`src/drc_params.svh`:
```
// constants for the drive run-command block
`ifndef DRC_PARAMS_SVH
`define DRC_PARAMS_SVH
`define DRC_PAR_MODEL 8'h0D
`define DRC_PAR_VERSION 8'h0E
`define DRC_PAR_CTRL 8'h20
`define DRC_PAR_TARGET 8'h21
`define DRC_SEG_IDX_MODEL 8'h04
`define DRC_SEG_COUNT 3'h5
`define DRC_SEG_BYTES 3'h4
`define DRC_NAME_BYTES 5'h14
`define DRC_BIT_JOG_UP 0
`define DRC_BIT_JOG_DN 1
`define DRC_BIT_TAKE 2
`define DRC_BIT_RELEASE 4
`define DRC_BIT_DIRECT 6
`define DRC_BIT_TOGGLE 13
`define DRC_CTRL_LEGAL 16'h2057
`define DRC_CTRL_RESET 16'h0000
`define DRC_TARGET_RESET 32'h00000000
`define DRC_SCALE_NUM 16'h0190
`define DRC_VERSION_VAL 32'h00010000
`endif

```
`src/drc_pkg.sv`:
```
// types for the drive run-command block
package drc_pkg;
	typedef enum logic [1:0] {
		DRC_IDLE = 2'b00,
		DRC_SEND = 2'b01
	} drc_rd_state_t;
	typedef enum logic [1:0] {
		DRC_STOP = 2'b00,
		DRC_JOG_UP = 2'b01,
		DRC_JOG_DN = 2'b10,
		DRC_POSITION = 2'b11
	} drc_motion_t;
endpackage : drc_pkg

```
`src/drc_name_if.sv`:
```
// carrier between the read engine and the model-name store
`timescale 1ns/10ps
`default_nettype none
interface drc_name_if;
	logic [4:0] addr;
	logic [7:0] data;
	modport rom (input addr, output data);
	modport user (output addr, input data);
endinterface : drc_name_if
`default_nettype wire

```
`src/drc_core.sv`:
```
// run-command interpreter and parameter read engine of the positioning drive
`timescale 1ns/10ps
`default_nettype none
`include "drc_params.svh"
//////////////////////////////////////////////////////////////////////////////
// Behaviour
// record read of model name streams the whole string, ending with null byte.
// segment channel index 04 returns four name bytes; five segments cover string.
// control bit 0 set means jog toward larger positions.
// control bit 1 set means jog toward smaller positions.
// no axle motion at all unless release bit 4 is set.
// control bit 6 set means direct approach without reference loop.
// controller writes zero to reserved and unlisted control bits.
// signed target in 1/100 mm, default zero, taken when bit 2 set.
// target unit assumes scaling numerator 400.
// both jog bits set together means standstill.
// control word and target reset to zero.
module drc_core (
	input wire logic clk,
	input wire logic rst,
	input wire logic pd_valid,
	input wire logic [15:0] pd_ctrl,
	input wire logic [31:0] pd_target,
	input wire logic rec_req,
	input wire logic [7:0] rec_index,
	output logic rec_valid,
	output logic [7:0] rec_byte,
	output logic rec_last,
	output logic rec_err,
	input wire logic seg_req,
	input wire logic [7:0] seg_param,
	input wire logic [7:0] seg_index,
	input wire logic [2:0] seg_num,
	output logic seg_valid,
	output logic [31:0] seg_data,
	output logic seg_err,
	output logic [15:0] ctrl_word,
	output logic [31:0] goal_pos,
	output logic [1:0] motion,
	output logic direct_run,
	output logic [15:0] scale_num,
	output logic ctrl_illegal
);
	//////////////////////////////////////////////////////////////////////////
	drc_name_if name_bus ();
	drc_name_rom u_rom (
		.clk(clk),
		.rst(rst),
		.store(name_bus)
	);
	//////////////////////////////////////////////////////////////////////////
	// cyclic process data: control word and target
	logic [15:0] ctrl_q, ctrl_d;
	logic [31:0] goal_q, goal_d;
	logic [1:0] motion_q, motion_d;
	logic direct_q, direct_d;
	logic illegal_q, illegal_d;
	logic up, dn, rel;
	always_comb begin
		ctrl_d = ctrl_q;
		goal_d = goal_q;
		illegal_d = illegal_q;
		if (pd_valid) begin
			ctrl_d = pd_ctrl;
			// flag only: a stray bit is the controller's fault, not ours to mask
			illegal_d = |(pd_ctrl & ~`DRC_CTRL_LEGAL);
			if (pd_ctrl[`DRC_BIT_TAKE]) begin
				goal_d = pd_target;
			end
		end
		up = ctrl_q[`DRC_BIT_JOG_UP];
		dn = ctrl_q[`DRC_BIT_JOG_DN];
		rel = ctrl_q[`DRC_BIT_RELEASE];
		motion_d = drc_pkg::DRC_STOP;
		if (!rel) begin
			motion_d = drc_pkg::DRC_STOP;
		end else if (up && dn) begin
			motion_d = drc_pkg::DRC_STOP;
		end else if (up) begin
			motion_d = drc_pkg::DRC_JOG_UP;
		end else if (dn) begin
			motion_d = drc_pkg::DRC_JOG_DN;
		end else if (ctrl_q[`DRC_BIT_TAKE]) begin
			motion_d = drc_pkg::DRC_POSITION;
		end
		direct_d = rel && ctrl_q[`DRC_BIT_DIRECT];
	end
	always_ff @(posedge clk or posedge rst) begin
		if (rst) begin
			ctrl_q <= `DRC_CTRL_RESET;
			goal_q <= `DRC_TARGET_RESET;
			motion_q <= drc_pkg::DRC_STOP;
			direct_q <= 1'b0;
			illegal_q <= 1'b0;
		end else begin
			ctrl_q <= ctrl_d;
			goal_q <= goal_d;
			motion_q <= motion_d;
			direct_q <= direct_d;
			illegal_q <= illegal_d;
		end
	end
	//////////////////////////////////////////////////////////////////////////
	// record read and segment engine share the single-port name store
	drc_pkg::drc_rd_state_t st_q, st_d;
	logic [4:0] addr_q, addr_d;
	logic [2:0] cnt_q, cnt_d;
	logic seg_mode_q, seg_mode_d;
	logic pipe_q, pipe_d;
	logic [4:0] paddr_q, paddr_d;
	logic rv_q, rv_d, rl_q, rl_d, re_q, re_d;
	logic [7:0] rb_q, rb_d;
	logic sv_q, sv_d, se_q, se_d;
	logic [31:0] sd_q, sd_d;
	always_comb begin
		st_d = st_q;
		addr_d = addr_q;
		cnt_d = cnt_q;
		seg_mode_d = seg_mode_q;
		pipe_d = 1'b0;
		paddr_d = addr_q;
		rv_d = 1'b0;
		rl_d = 1'b0;
		re_d = 1'b0;
		rb_d = rb_q;
		sv_d = 1'b0;
		se_d = 1'b0;
		sd_d = sd_q;
		unique case (st_q)
			drc_pkg::DRC_IDLE: begin
				// record read wins a same-cycle collision; the segment request is dropped without seg_err
				if (rec_req) begin
					if (rec_index == `DRC_PAR_MODEL) begin
						st_d = drc_pkg::DRC_SEND;
						seg_mode_d = 1'b0;
						addr_d = 5'h00;
					end else begin
						re_d = 1'b1;
					end
				end else if (seg_req) begin
					if (seg_param == `DRC_PAR_MODEL && seg_index == `DRC_SEG_IDX_MODEL &&
						seg_num < `DRC_SEG_COUNT) begin
						st_d = drc_pkg::DRC_SEND;
						seg_mode_d = 1'b1;
						cnt_d = 3'h0;
						addr_d = 5'({seg_num, 2'b00});
					end else begin
						se_d = 1'b1;
					end
				end
			end
			drc_pkg::DRC_SEND: begin
				pipe_d = 1'b1;
				addr_d = addr_q + 5'h01;
				if (seg_mode_q) begin
					cnt_d = cnt_q + 3'h1;
					if (cnt_q == `DRC_SEG_BYTES - 3'h1) begin
						st_d = drc_pkg::DRC_IDLE;
					end
				end else if (addr_q == `DRC_NAME_BYTES - 5'h01) begin
					st_d = drc_pkg::DRC_IDLE;
				end
			end
			default: st_d = drc_pkg::DRC_IDLE;
		endcase
		if (pipe_q) begin
			if (seg_mode_q) begin
				sd_d = {sd_q[23:0], name_bus.data};
				sv_d = (paddr_q[1:0] == 2'b11);
			end else begin
				rv_d = 1'b1;
				rb_d = name_bus.data;
				rl_d = (paddr_q == `DRC_NAME_BYTES - 5'h01);
			end
		end
	end
	assign name_bus.addr = addr_q;
	always_ff @(posedge clk or posedge rst) begin
		if (rst) begin
			st_q <= drc_pkg::DRC_IDLE;
			addr_q <= 5'h00;
			cnt_q <= 3'h0;
			seg_mode_q <= 1'b0;
			pipe_q <= 1'b0;
			paddr_q <= 5'h00;
			rv_q <= 1'b0;
			rl_q <= 1'b0;
			re_q <= 1'b0;
			rb_q <= 8'h00;
			sv_q <= 1'b0;
			se_q <= 1'b0;
			sd_q <= 32'h00000000;
		end else begin
			st_q <= st_d;
			addr_q <= addr_d;
			cnt_q <= cnt_d;
			seg_mode_q <= seg_mode_d;
			pipe_q <= pipe_d;
			paddr_q <= paddr_d;
			rv_q <= rv_d;
			rl_q <= rl_d;
			re_q <= re_d;
			rb_q <= rb_d;
			sv_q <= sv_d;
			se_q <= se_d;
			sd_q <= sd_d;
		end
	end
	//////////////////////////////////////////////////////////////////////////
	logic [15:0] num_q;
	always_ff @(posedge clk or posedge rst) begin
		if (rst) begin
			num_q <= `DRC_SCALE_NUM;
		end else begin
			num_q <= `DRC_SCALE_NUM;
		end
	end
	assign rec_valid = rv_q;
	assign rec_byte = rb_q;
	assign rec_last = rl_q;
	assign rec_err = re_q;
	assign seg_valid = sv_q;
	assign seg_data = sd_q;
	assign seg_err = se_q;
	assign ctrl_word = ctrl_q;
	assign goal_pos = goal_q;
	assign motion = motion_q;
	assign direct_run = direct_q;
	assign scale_num = num_q;
	assign ctrl_illegal = illegal_q;
endmodule : drc_core
`default_nettype wire

```
`src/drc_name_rom.sv`:
```
// model-name string store, registered read
`timescale 1ns/10ps
`default_nettype none
`include "drc_params.svh"
module drc_name_rom (
	input wire logic clk,
	input wire logic rst,
	drc_name_if.rom store
);
	// arbitrary neutral name, null-terminated and zero-padded to 20 bytes
	localparam logic [159:0] NAME_TEXT = 160'h4452565F4D4F44454C5F41303100000000000000;
	logic [7:0] data_q;
	logic [7:0] data_d;
	always_comb begin
		data_d = 8'h00;
		if (store.addr < `DRC_NAME_BYTES) begin
			data_d = NAME_TEXT[8'(159 - 8 * store.addr) -: 8];
		end
	end
	always_ff @(posedge clk or posedge rst) begin
		if (rst) begin
			data_q <= 8'h00;
		end else begin
			data_q <= data_d;
		end
	end
	assign store.data = data_q;
endmodule : drc_name_rom
`default_nettype wire

```
`config.mk`:
```
export PLATFORM = sky130hd
export DESIGN_NAME = drc_core
export DESIGN_NICKNAME = d
export VERILOG_FILES = /design/src/drc_pkg.sv /design/src/drc_name_if.sv /design/src/drc_core.sv /design/src/drc_name_rom.sv
export VERILOG_INCLUDE_DIRS = /design/src
export SDC_FILE = /design/constraint.sdc
export NUM_CORES = 1
export LEC_CHECK = 0
export BUFFER_PORTS_ARGS = -buffer_cell sky130_fd_sc_hd__buf_2
export CAP_MARGIN = 20
export CORE_AREA = 2 2 135 98
export CTS_BUF_LIST = sky130_fd_sc_hd__clkbuf_8
export CTS_CLUSTER_DIAMETER = 200
export DETAILED_ROUTE_END_ITERATION = 8
export DIE_AREA = 0 0 137 100
export PLACE_DENSITY_LB_ADDON = 0.25
export SKIP_LAST_GASP = 1
export SLEW_MARGIN = 20
export SYNTH_ARGS = -nofsm -noshare
export SYNTH_HDL_FRONTEND = slang
export SYNTH_SLANG_ARGS = --single-unit
```
`constraint.sdc`:
```
create_clock -name clk -period 6.8 [get_ports clk]
set_input_delay 0.34 -clock clk [delete_from_list [all_inputs] [get_ports clk]]
set_output_delay 0.34 -clock clk [all_outputs]
set_load 0.05 [all_outputs]
```
# [After elaboration in Yosys (flattened, before gate mapping)]
# Index checks and enable logic that the tools add are counted.
[totals] ff_bits=122 output_inout_bits=113
[classes] order_cmp=2 muxes=42 eq_ne=18 shifts=1 n_reduce_logical=16 bitwise_logic=1 n_addsub=3
[ops] op="variable part select 167 x 9 -> 8 bit, first input constant" count=1
[ops] op="2-to-1 mux 2 bit" count=12
[ops] op="2-to-1 mux 5 bit" count=4
[ops] op="2-to-1 mux 1 bit" count=18
[ops] op="== test 8 x 4 -> 1 bit, second input constant" count=2
[ops] op="inequality test 3 bit, second input constant" count=5
[ops] op="2-to-1 mux 3 bit" count=4
[ops] op="== test 5 bit, second input constant" count=2
[ops] op="case mux 5 bit (2 select lines)" count=1
[ops] op="AND reduction 5 bit" count=2
[ops] op="OR reduction 10 bit" count=1
[ops] op="== test 8 x 3 -> 1 bit, second input constant" count=1
[ops] op="2-to-1 mux 8 bit" count=1
[ops] op="inequality test 2 bit, second input constant" count=4
[ops] op="AND reduction 4 bit" count=2
[ops] op="subtractor 8 bit, first input constant" count=1
[ops] op="case mux 3 bit (2 select lines)" count=1
[ops] op="AND reduction 2 bit" count=3
[ops] op="nonzero test 2 bit" count=3
[ops] op="adder 5 x 1 -> 5 bit, second input constant" count=1
[ops] op="less-than comparator 5 bit, second input constant" count=1
[ops] op="logical AND 1 bit" count=4
[ops] op="case mux 2 bit (2 select lines)" count=1
[ops] op="adder 3 x 1 -> 3 bit, second input constant" count=1
[ops] op="other kinds (7)" count=7

# [Longest topological paths before layout]
# Gate-level depths: netlist of the first run.
[logic_depth] depth_word=7 ltp_mapped=8

# [Cells and area by module]
# Synthesis of the first run repeated with hierarchy kept, for this count alone.
[unflattened] hier_cells=370 hier_area_um2=5062.4
[by_module_without_submodules] module="drc_core" seq_area_each_um2=2827.7 instances=1 cells_per_inst=311 area_per_inst_um2=4540.6
[by_module_without_submodules] module="drc_name_rom" seq_area_each_um2=175.2 instances=1 cells_per_inst=59 area_per_inst_um2=521.8

# [Worst setup path before layout of the first run]
# Ideal clock, no wire load.
[synth_path] path_type="reg-to-reg" start="register addr_q[2]" end="register u_rom.data_q[0] (netlist: u_rom.store.data[0])" setup_time_ns=0.126 stages_incl_launch_ff=8 path_slack_ns=5.042 n_path_buf=2 t_arrival_ns=1.632 synth_period_minus_slack_ns=1.758 path_cell_list="dfrtp_1 clkbuf_1 inv_1 ha_1 clkbuf_1 and3_1 o21ai_0 a21oi_1"
[synth_via] elab_chain_len=3 word_cells_on_any_way=4 cone_classes="add/sub: 1; order compare: 1; shift: 1; mux: 1"
[synth_lines] element="start: declaration" line="drc_core.sv:106" text="logic [4:0] addr_q, addr_d;"
[synth_lines] element="start signal: assignment" line="drc_core.sv:195" text="addr_q <= addr_d;"
[synth_lines] element="subtractor 8 bit" line="drc_name_rom.sv:17" text="data_d = NAME_TEXT[8'(159 - 8 * store.addr) -: 8];"
[synth_lines] element="variable part select 167 x 9 -> 8 bit" line="drc_name_rom.sv:17"
[synth_lines] element="2-to-1 mux 8 bit (*)" line="drc_name_rom.sv:16" text="if (store.addr < `DRC_NAME_BYTES) begin"
[synth_lines] element="net u_rom.data_d[0]" line="drc_name_rom.sv:13" text="logic [7:0] data_d;"
[synth_lines] element="end signal: assignment" line="drc_name_rom.sv:24" text="data_q <= data_d;"
[synth_lines] element="end: declaration" line="drc_name_rom.sv:12" text="logic [7:0] data_q;"
# Mark *: on every way through the listed nets, which the timed path passes. The rest lies on a longest branch.
# A chain may end at the register's enable or synchronous reset.

# [Worst setup path in the final report of the first run]
[layout_path] start="register addr_q[2]" end="register u_rom.data_q[4] (netlist: u_rom.store.data[4])"
# The elaborated chain is that of the path after synthesis.

==> results of run 1 <==
[metrics by stage]
| step | power, W | worst slack [ns] | std cells | hold WS (ns) | utilization [%] |
|---|---|---|---|---|---|
| finish | 0.00202 | 4.64 | 734 | 0.150 | 48.7 |
| global route | 0.00215 | 4.42 | 734 | 0.113 | 48.7 |
| CTS | 0.00205 | 4.65 | 734 | 0.115 | 48.7 |
| detailed placement | 0.00149 | 4.69 | 701 | 0.449 | 45.9 |
| global placement | 0.00148 | 4.78 | 701 | 0.449 | 45.9 |
| floorplan | 0.00135 | 3.42 | 396 | 0.353 | - |
[synthesized netlist by cell type (all sizes together) (2+ instances only)]
library cell / instances
nand2: 34
dfrtp: 115
and4b: 2
nor3: 7
o21ai: 8
clkbuf: 4
nor3b: 3
mux2: 76
o221ai: 2
ha: 12
nand4: 2
a31oi: 4
a21oi: 6
inv: 9
o21a: 3
and3: 2
nor2b: 5
nor4: 7
buf: 31
nand3: 13
nor2: 15
conb: 2
[power breakdown]
part           total, W  switching, W  leakage, nW  internal (W)
clock          0.000541      0.000288        0.172      0.000253
sequential     0.000861     0.0000756         1.45      0.000786
combinational  0.000616      0.000429         1.57      0.000187
total           0.00202      0.000793         3.18       0.00123
[logic make-up after synthesis]
kind of cell	after synthesis	synth area share [%]
compound gates	30	4.15
xor+xnor	1	0.181
fa+ha+maj	12	3.10
buf+inv	45	5.39
flops	115	59.3
mux	76	17.6
other cells	2	0.155
simple gates	96	10.1
[cells in the final DEF (no fill, tap or decap), drive strengths merged, types with 2 or more instances in the layout]
cell type and instances:
nand4 2, nand3 13, inv 11, clkbuf 17, and4b 2, a31oi 4, mux2 76, nor2b 5
nor3 7, conb 21, o221ai 2, and3 2, clkinvlp 3, o21ai 8, nand2 34, clkinv 11
buf 174, o21a 3, dfrtp 115, ha 12, nor3b 3, nor4 7, nor2 15, a21oi 6
[area by class of cell]
class,count,share of cell area [%]
repair buffers,175,14.5
clock inverters,15,1.83
inverters,10,0.652
clock buffers,17,3.81
flip-flops and latches,115,46.8
well taps,166,3.38
multi-input cells,236,29.0
[worst max-delay path by stage]
stage	from	endpoint	slack (ns)	depth (start not counted)
floorplan	rst	addr_q[0]	3.42	1
global placement	addr_q[2]	u_rom.store.data[4]	4.78	6
detailed placement	addr_q[2]	u_rom.store.data[4]	4.69	6
CTS	addr_q[2]	u_rom.store.data[4]	4.65	6
global route	addr_q[2]	u_rom.store.data[0]	4.42	5
finish	addr_q[2]	u_rom.store.data[4]	4.64	6
[state kept, by name, indices dropped and copies added, names as in the netlist, 2 cells and up]
register and cells:
addr_q 5, cnt_q 3, ctrl_word 16, goal_pos 32
motion 2, paddr_q 5, rec_byte 7, seg_data 28
u_rom.store.data 7
[repair_timing]
| action | 4_1_cts | 5_1_grt |
|---|---|---|
| hold buffers | 1 | 0 |
| hold endpoints to repair | 48 | 0 |
| setup endpoints to repair | 0 | 0 |
[routing by layer]
metal  global-route usage (%)  wire length (um)
met3                     4.95               813
met4                     5.63               118
met1                     18.9              4430
met5                        0                 0
met2                     24.3              4730
==> impl_metrics.json, run 1 <==
{
  "run_status": "finished, final reports clean",
  "yosys.area.top_type": "dfrtp_1",
  "grt-ovfl-total": 0,
  "post-dp-hpwl_um": 7550,
  "max_stage_delay_ns": 0.60,
  "synth_edf_count": 0,
  "num_vias": 3402,
  "htree_levels": 4,
  "power.density_mw_per_mm2": 329,
  "holdPathEnd": "goal_pos[17]",
  "cp_num_buf_inv": 1,
  "leakage_nw": 3.18,
  "grt_pass1_vias": 3332,
  "rsz0062_at_grt": "no",
  "hp-start": "pd_target[17]",
  "synth_ff_type": "dfrtp_1",
  "worstMarginPinSlew_ns": 0.845,
  "crit_path_cell_trace": "inv_1 > ha_1 > xnor2_1 > and3_1 > o21ai_0 > a21oi_1",
  "maxCapViolations": 0,
  "grt.total_usage_pct": 15.0,
  "num-nets-final": 647,
  "remaining_drc_errors": 0,
  "die_h_um": 100,
  "r2r_cells": 6,
  "cts_resized": 0,
  "boundaryPins": 193,
  "cts_tree": "built",
  "synth.distinct_cells": 42,
  "drtIter0Drc": 94,
  "grt_max_degree": 68,
  "start_util_pct": 38.5,
  "syn-cell-area_mm2": 0.00485,
  "place_area_mm2": 0.00579,
  "rrSetupSlack_ns": 4.64,
  "yosysTopAreaCellShare_pct": 59.3,
  "cp.required_ns": 7.15,
  "startpoint_type": "register",
  "coreArea_mm2": 0.0126,
  "area_growth_pct": 26.6,
  "finalSetupViolCount": 0,
  "n_antenna_cell": 0,
  "clkTransAtPathRegs_ns": 0.07,
  "fillers": 1175,
  "seq_area_frac_synth_pct": 59.3,
  "fin_crit_sh_pct": 31.7,
  "clockBufferDepth": 2,
  "grt_pass1_wl_um": 16000,
  "worstSetupPathType": "register to register",
  "antenna_found_initial": 0,
  "die_w_um": 137,
  "ys_ff_latch": 115,
  "worstSkewPairLatency_ns": 0.42,
  "routed_wirelength_um": 10100,
  "setup_tns_ns": 0,
  "cp-end-kind": "register",
  "vias_per_cell": 4.63,
  "synthCells": 377,
  "rows": 35,
  "syn_avg_cell_area_um2": 12.9,
  "finClkSkew_ns": 0.00754,
  "drive_gt1_share_pct": 50.9,
  "hold_class": "primary input to register",
  "postRouteAntennaNets": 0,
  "slew_violations": 0,
  "numClockSinks": 115,
  "whs_path_depth": 2,
  "critical_path.top_delay_family": "XOR/XNOR gates",
  "arrival_ns": 2.50,
  "yosysWarnings": 0,
  "wl_per_cell_um": 13.8,
  "relSlewSlack_pct": 43.7,
  "finalInstanceArea_mm2": 0.00614,
  "post_cts_buffers": 0,
  "register_area_mm2": 0.00288,
  "multi_input_area_mm2": 0.00178,
  "async_reset_ff_share_pct": 100,
  "ir_drop_v": 0.000179,
  "dr.pass1.iters": 4,
  "dieArea_mm2": 0.0137,
  "cts_buffers": 17,
  "synthTopCellsByArea": "dfrtp_1 (59%), mux2_2 (18%), buf_4 (3.2%)",
  "crit_fanout": 11,
  "root_buffer": "clkbuf_8",
  "regToRegStartpoint": "addr_q[2]",
  "slowest_stage": "xnor2_1",
  "port-buffer-count": 171,
  "fin_crit_ns": 2.16,
  "reg2reg_to": "u_rom.store.data[4]",
  "hold_viol": 0,
  "gp_congestion": 0.885,
  "fmax_mhz": 464
}
Note: power is estimated with default switching activity, not from simulation.
==> inputs of run 2 (changes only) <==
ABC_AREA = 1   (was default)
CORE_AREA = 2 2 138 100   (was 2 2 135 98)
DIE_AREA = 0 0 140 102   (was 0 0 137 100)
clock period = 2.18 ns   (was 6.8 ns; I/O delays follow)
==> impl_metrics.json, run 2 <==
{
  "run_status": "complete, but fails checks",
  "violations": "DRC",
  "syn_avg_cell_area_um2": 10.9,
  "port-buffer-count": 171,
  "cts_resized": 0,
  "arrival_ns": 2.01,
  "fmax_mhz": 605,
  "dr.pass1.iters": 7,
  "cp-end-kind": "register",
  "vias_per_cell": 4.52,
  "critPathMostFrequentCell": "inv_1",
  "numClockSinks": 115,
  "finClkSkew_ns": 0.00813,
  "remaining_drc_errors": 17,
  "rows": 35,
  "drtIter0Drc": 200,
  "maxCapViolations": 0,
  "cp.required_ns": 2.54,
  "antenna_found_initial": 0,
  "setup_tns_ns": 0,
  "final_util_pct": 53.0,
  "seq_area_frac_synth_pct": 56.9,
  "hold_class": "primary input to register",
  "wl_met1_um": 5090,
  "yosysWarnings": 0,
  "area_growth_pct": 35.5,
  "root_buffer": "clkbuf_8",
  "post-dp-hpwl_um": 8160,
  "synthTopCellsByCount": "dfrtp_1 (115), nand2_1 (97), inv_1 (37)",
  "grt.total_usage_pct": 16.6,
  "yosys.area.top_type": "dfrtp_1",
  "power.density_mw_per_mm2": 1170,
  "start_util_pct": 39.1,
  "largest_reg_flops": 32,
  "cts_tree": "built",
  "grt_max_degree": 49,
  "postRouteAntennaNets": 0,
  "finalSetupViolCount": 0,
  "clkTransAtPathRegs_ns": 0.07,
  "synth_most_common_cell": "dfrtp_1",
  "worstMarginPinSlew_ns": 0.728,
  "cp_num_cells": 6,
  "htree_levels": 4,
  "synth_edf_count": 0,
  "ir_drop_v": 0.000607,
  "dr_wl_met3_um": 911,
  "dieArea_mm2": 0.0143,
  "worstSkewPairLatency_ns": 0.41,
  "n_antenna_cell": 0,
  "startpoint_type": "register",
  "rsz0062_at_grt": "no",
  "gp_congestion": 0.910,
  "syn-cell-area_mm2": 0.00505,
  "die_h_um": 102,
  "num_vias": 3934,
  "routed_wirelength_um": 11700,
  "leakage_nw": 3.70,
  "slew_violations": 0,
  "critical_path.top_delay_family": "flip-flops",
  "die_w_um": 140,
  "cts_buffers": 17,
  "clockBufferDepth": 2,
  "whs_path_depth": 5,
  "grt_pass1_vias": 3851,
  "max_stage_delay_ns": 0.45,
  "slowest_stage": "dfrtp_1",
  "synthCells": 463,
  "crit_fanout": 8,
  "fin_crit_ns": 1.65,
  "worstSetupPathType": "register to register",
  "cp_num_buf_inv": 2,
  "wl_per_cell_um": 13.5,
  "relSlewSlack_pct": 51.3,
  "grt-ovfl-total": 0,
  "ys_ff_latch": 115,
  "final_common_cell": "buf_2",
  "fillers": 1129,
  "place_ws_ns": 0.559,
  "highest_layer": "met4",
  "hold_viol": 0,
  "fin_crit_sh_pct": 75.9,
  "coreArea_mm2": 0.0129,
  "synth.distinct_cells": 35,
  "yosysTopAreaCellShare_pct": 56.9,
  "boundaryPins": 193,
  "drive_gt1_share_pct": 36.5,
  "dr_wl_met2_um": 5620,
  "synth_ff_type": "dfrtp_1",
  "num-nets-final": 784,
  "layout_common_cells": "buf_2 (171), dfrtp_1 (115), nand2_1 (97), dlygate4sd3_1 (52), inv_1 (38)",
  "fin_ws_ns": 0.526,
  "crit_path_cell_trace": "inv_1 > ha_1 > inv_1 > nand2_1 > o21ai_0 > o211a_1",
  "synthTopCellsByArea": "dfrtp_1 (57%), mux2_4 (11%), nand2_1 (7.2%)",
  "grt_pass1_wl_um": 18800,
  "r2r_cells": 6,
  "async_reset_ff_share_pct": 100
}
==> run 2: cell types whose count changed in the layout (fill, tap and decap cells not counted), moves of 5 or more <==
cell | before | now
mux2_2 | 76 | 3
nand2_1 | 34 | 97
dlygate4sd3_1 | 1 | 52
mux2_4 | 0 | 36
inv_1 | 8 | 38
o21ai_0 | 8 | 31
nor2_1 | 15 | 31
a21oi_1 | 6 | 16
clkinv_4 | 6 | 1
==> run 2: metal layers <==
layer / up-vias / global-route usage (%)
met3: 13 / 5.53
met4: 0 / 4.74
met5: - / 0
li1: 1920 / -
met2: 148 / 28.3
met1: 1853 / 20.4
==> run 2: cells by family after synthesis <==
family / Yosys count / share of synthesized area [%]
adders and majority gates: 12 / 2.97
and+or+nand+nor: 168 / 14.9
AOI/OAI and AO/OA: 55 / 5.92
buffers and inverters: 72 / 7.77
muxes: 39 / 11.4
other: 2 / 0.149
DFF: 115 / 56.9
==> run 2: worst register-to-register path: cells and delay by family, from the launching register on <==
kind | cells | cell delay (ns)
buffers and inverters | 2 | 0.35
AND/OR/NAND/NOR | 1 | 0.09
adder cells (fa/ha/maj) | 1 | 0.37
AO/OA/AOI/OAI | 2 | 0.34
flip-flops | 1 | 0.45
==> run 2: final timing paths <==
check / end / from / slack (ns)
worst max register to register: u_rom.store.data[2] / addr_q[2] / 0.53
max in group asynchronous: ctrl_word[3] / rst / 1.18
worst min-delay path: addr_q[3] / seg_num[1] / 0.03
worst max-delay path: u_rom.store.data[2] / addr_q[2] / 0.53
min in group asynchronous: goal_pos[19] / rst / 0.35
worst min register to register: paddr_q[3] / addr_q[3] / 0.45
==> run 2: repair_timing <==
| item | 4_1_cts | 5_1_grt |
|---|---|---|
| buffers inserted | 0 | 0 |
| hold buffers | 52 | 0 |
| endpoints found under the hold margin | 75 | 0 |
==> run 2: final cells by class <==
cell class              count  area, um^2  area share, %
clock buffers              18         248           3.62
clock inverters            13        96.3           1.41
inverters                  37         143           2.08
multi-input cells         295        1860           27.1
flip-flops and latches    115        2880           42.0
well taps                 166         208           3.03
repair buffers            226        1420           20.8
==> run 2: where the power goes <==
group	total, W	switching, W	internal [W]
Clock	0.00174	0.000838	0.000900
Combinational	0.00328	0.00235	0.000937
Sequential	0.00303	0.000351	0.00268
Total	0.00805	0.00354	0.00451
==> run 2: through the flow <==
stage          cell area, um^2  instances  hold slack, ns  power, W
3_3_place_gp              5990        787           0.237   0.00623
2_1_floorplan             5130        482           0.217   0.00550
6_report                  6850        870          0.0302   0.00805
5_1_grt                   6850        870          0.0201   0.00850
4_1_cts                   6850        870         0.00468   0.00813
3_5_place_dp              5990        787           0.241   0.00629
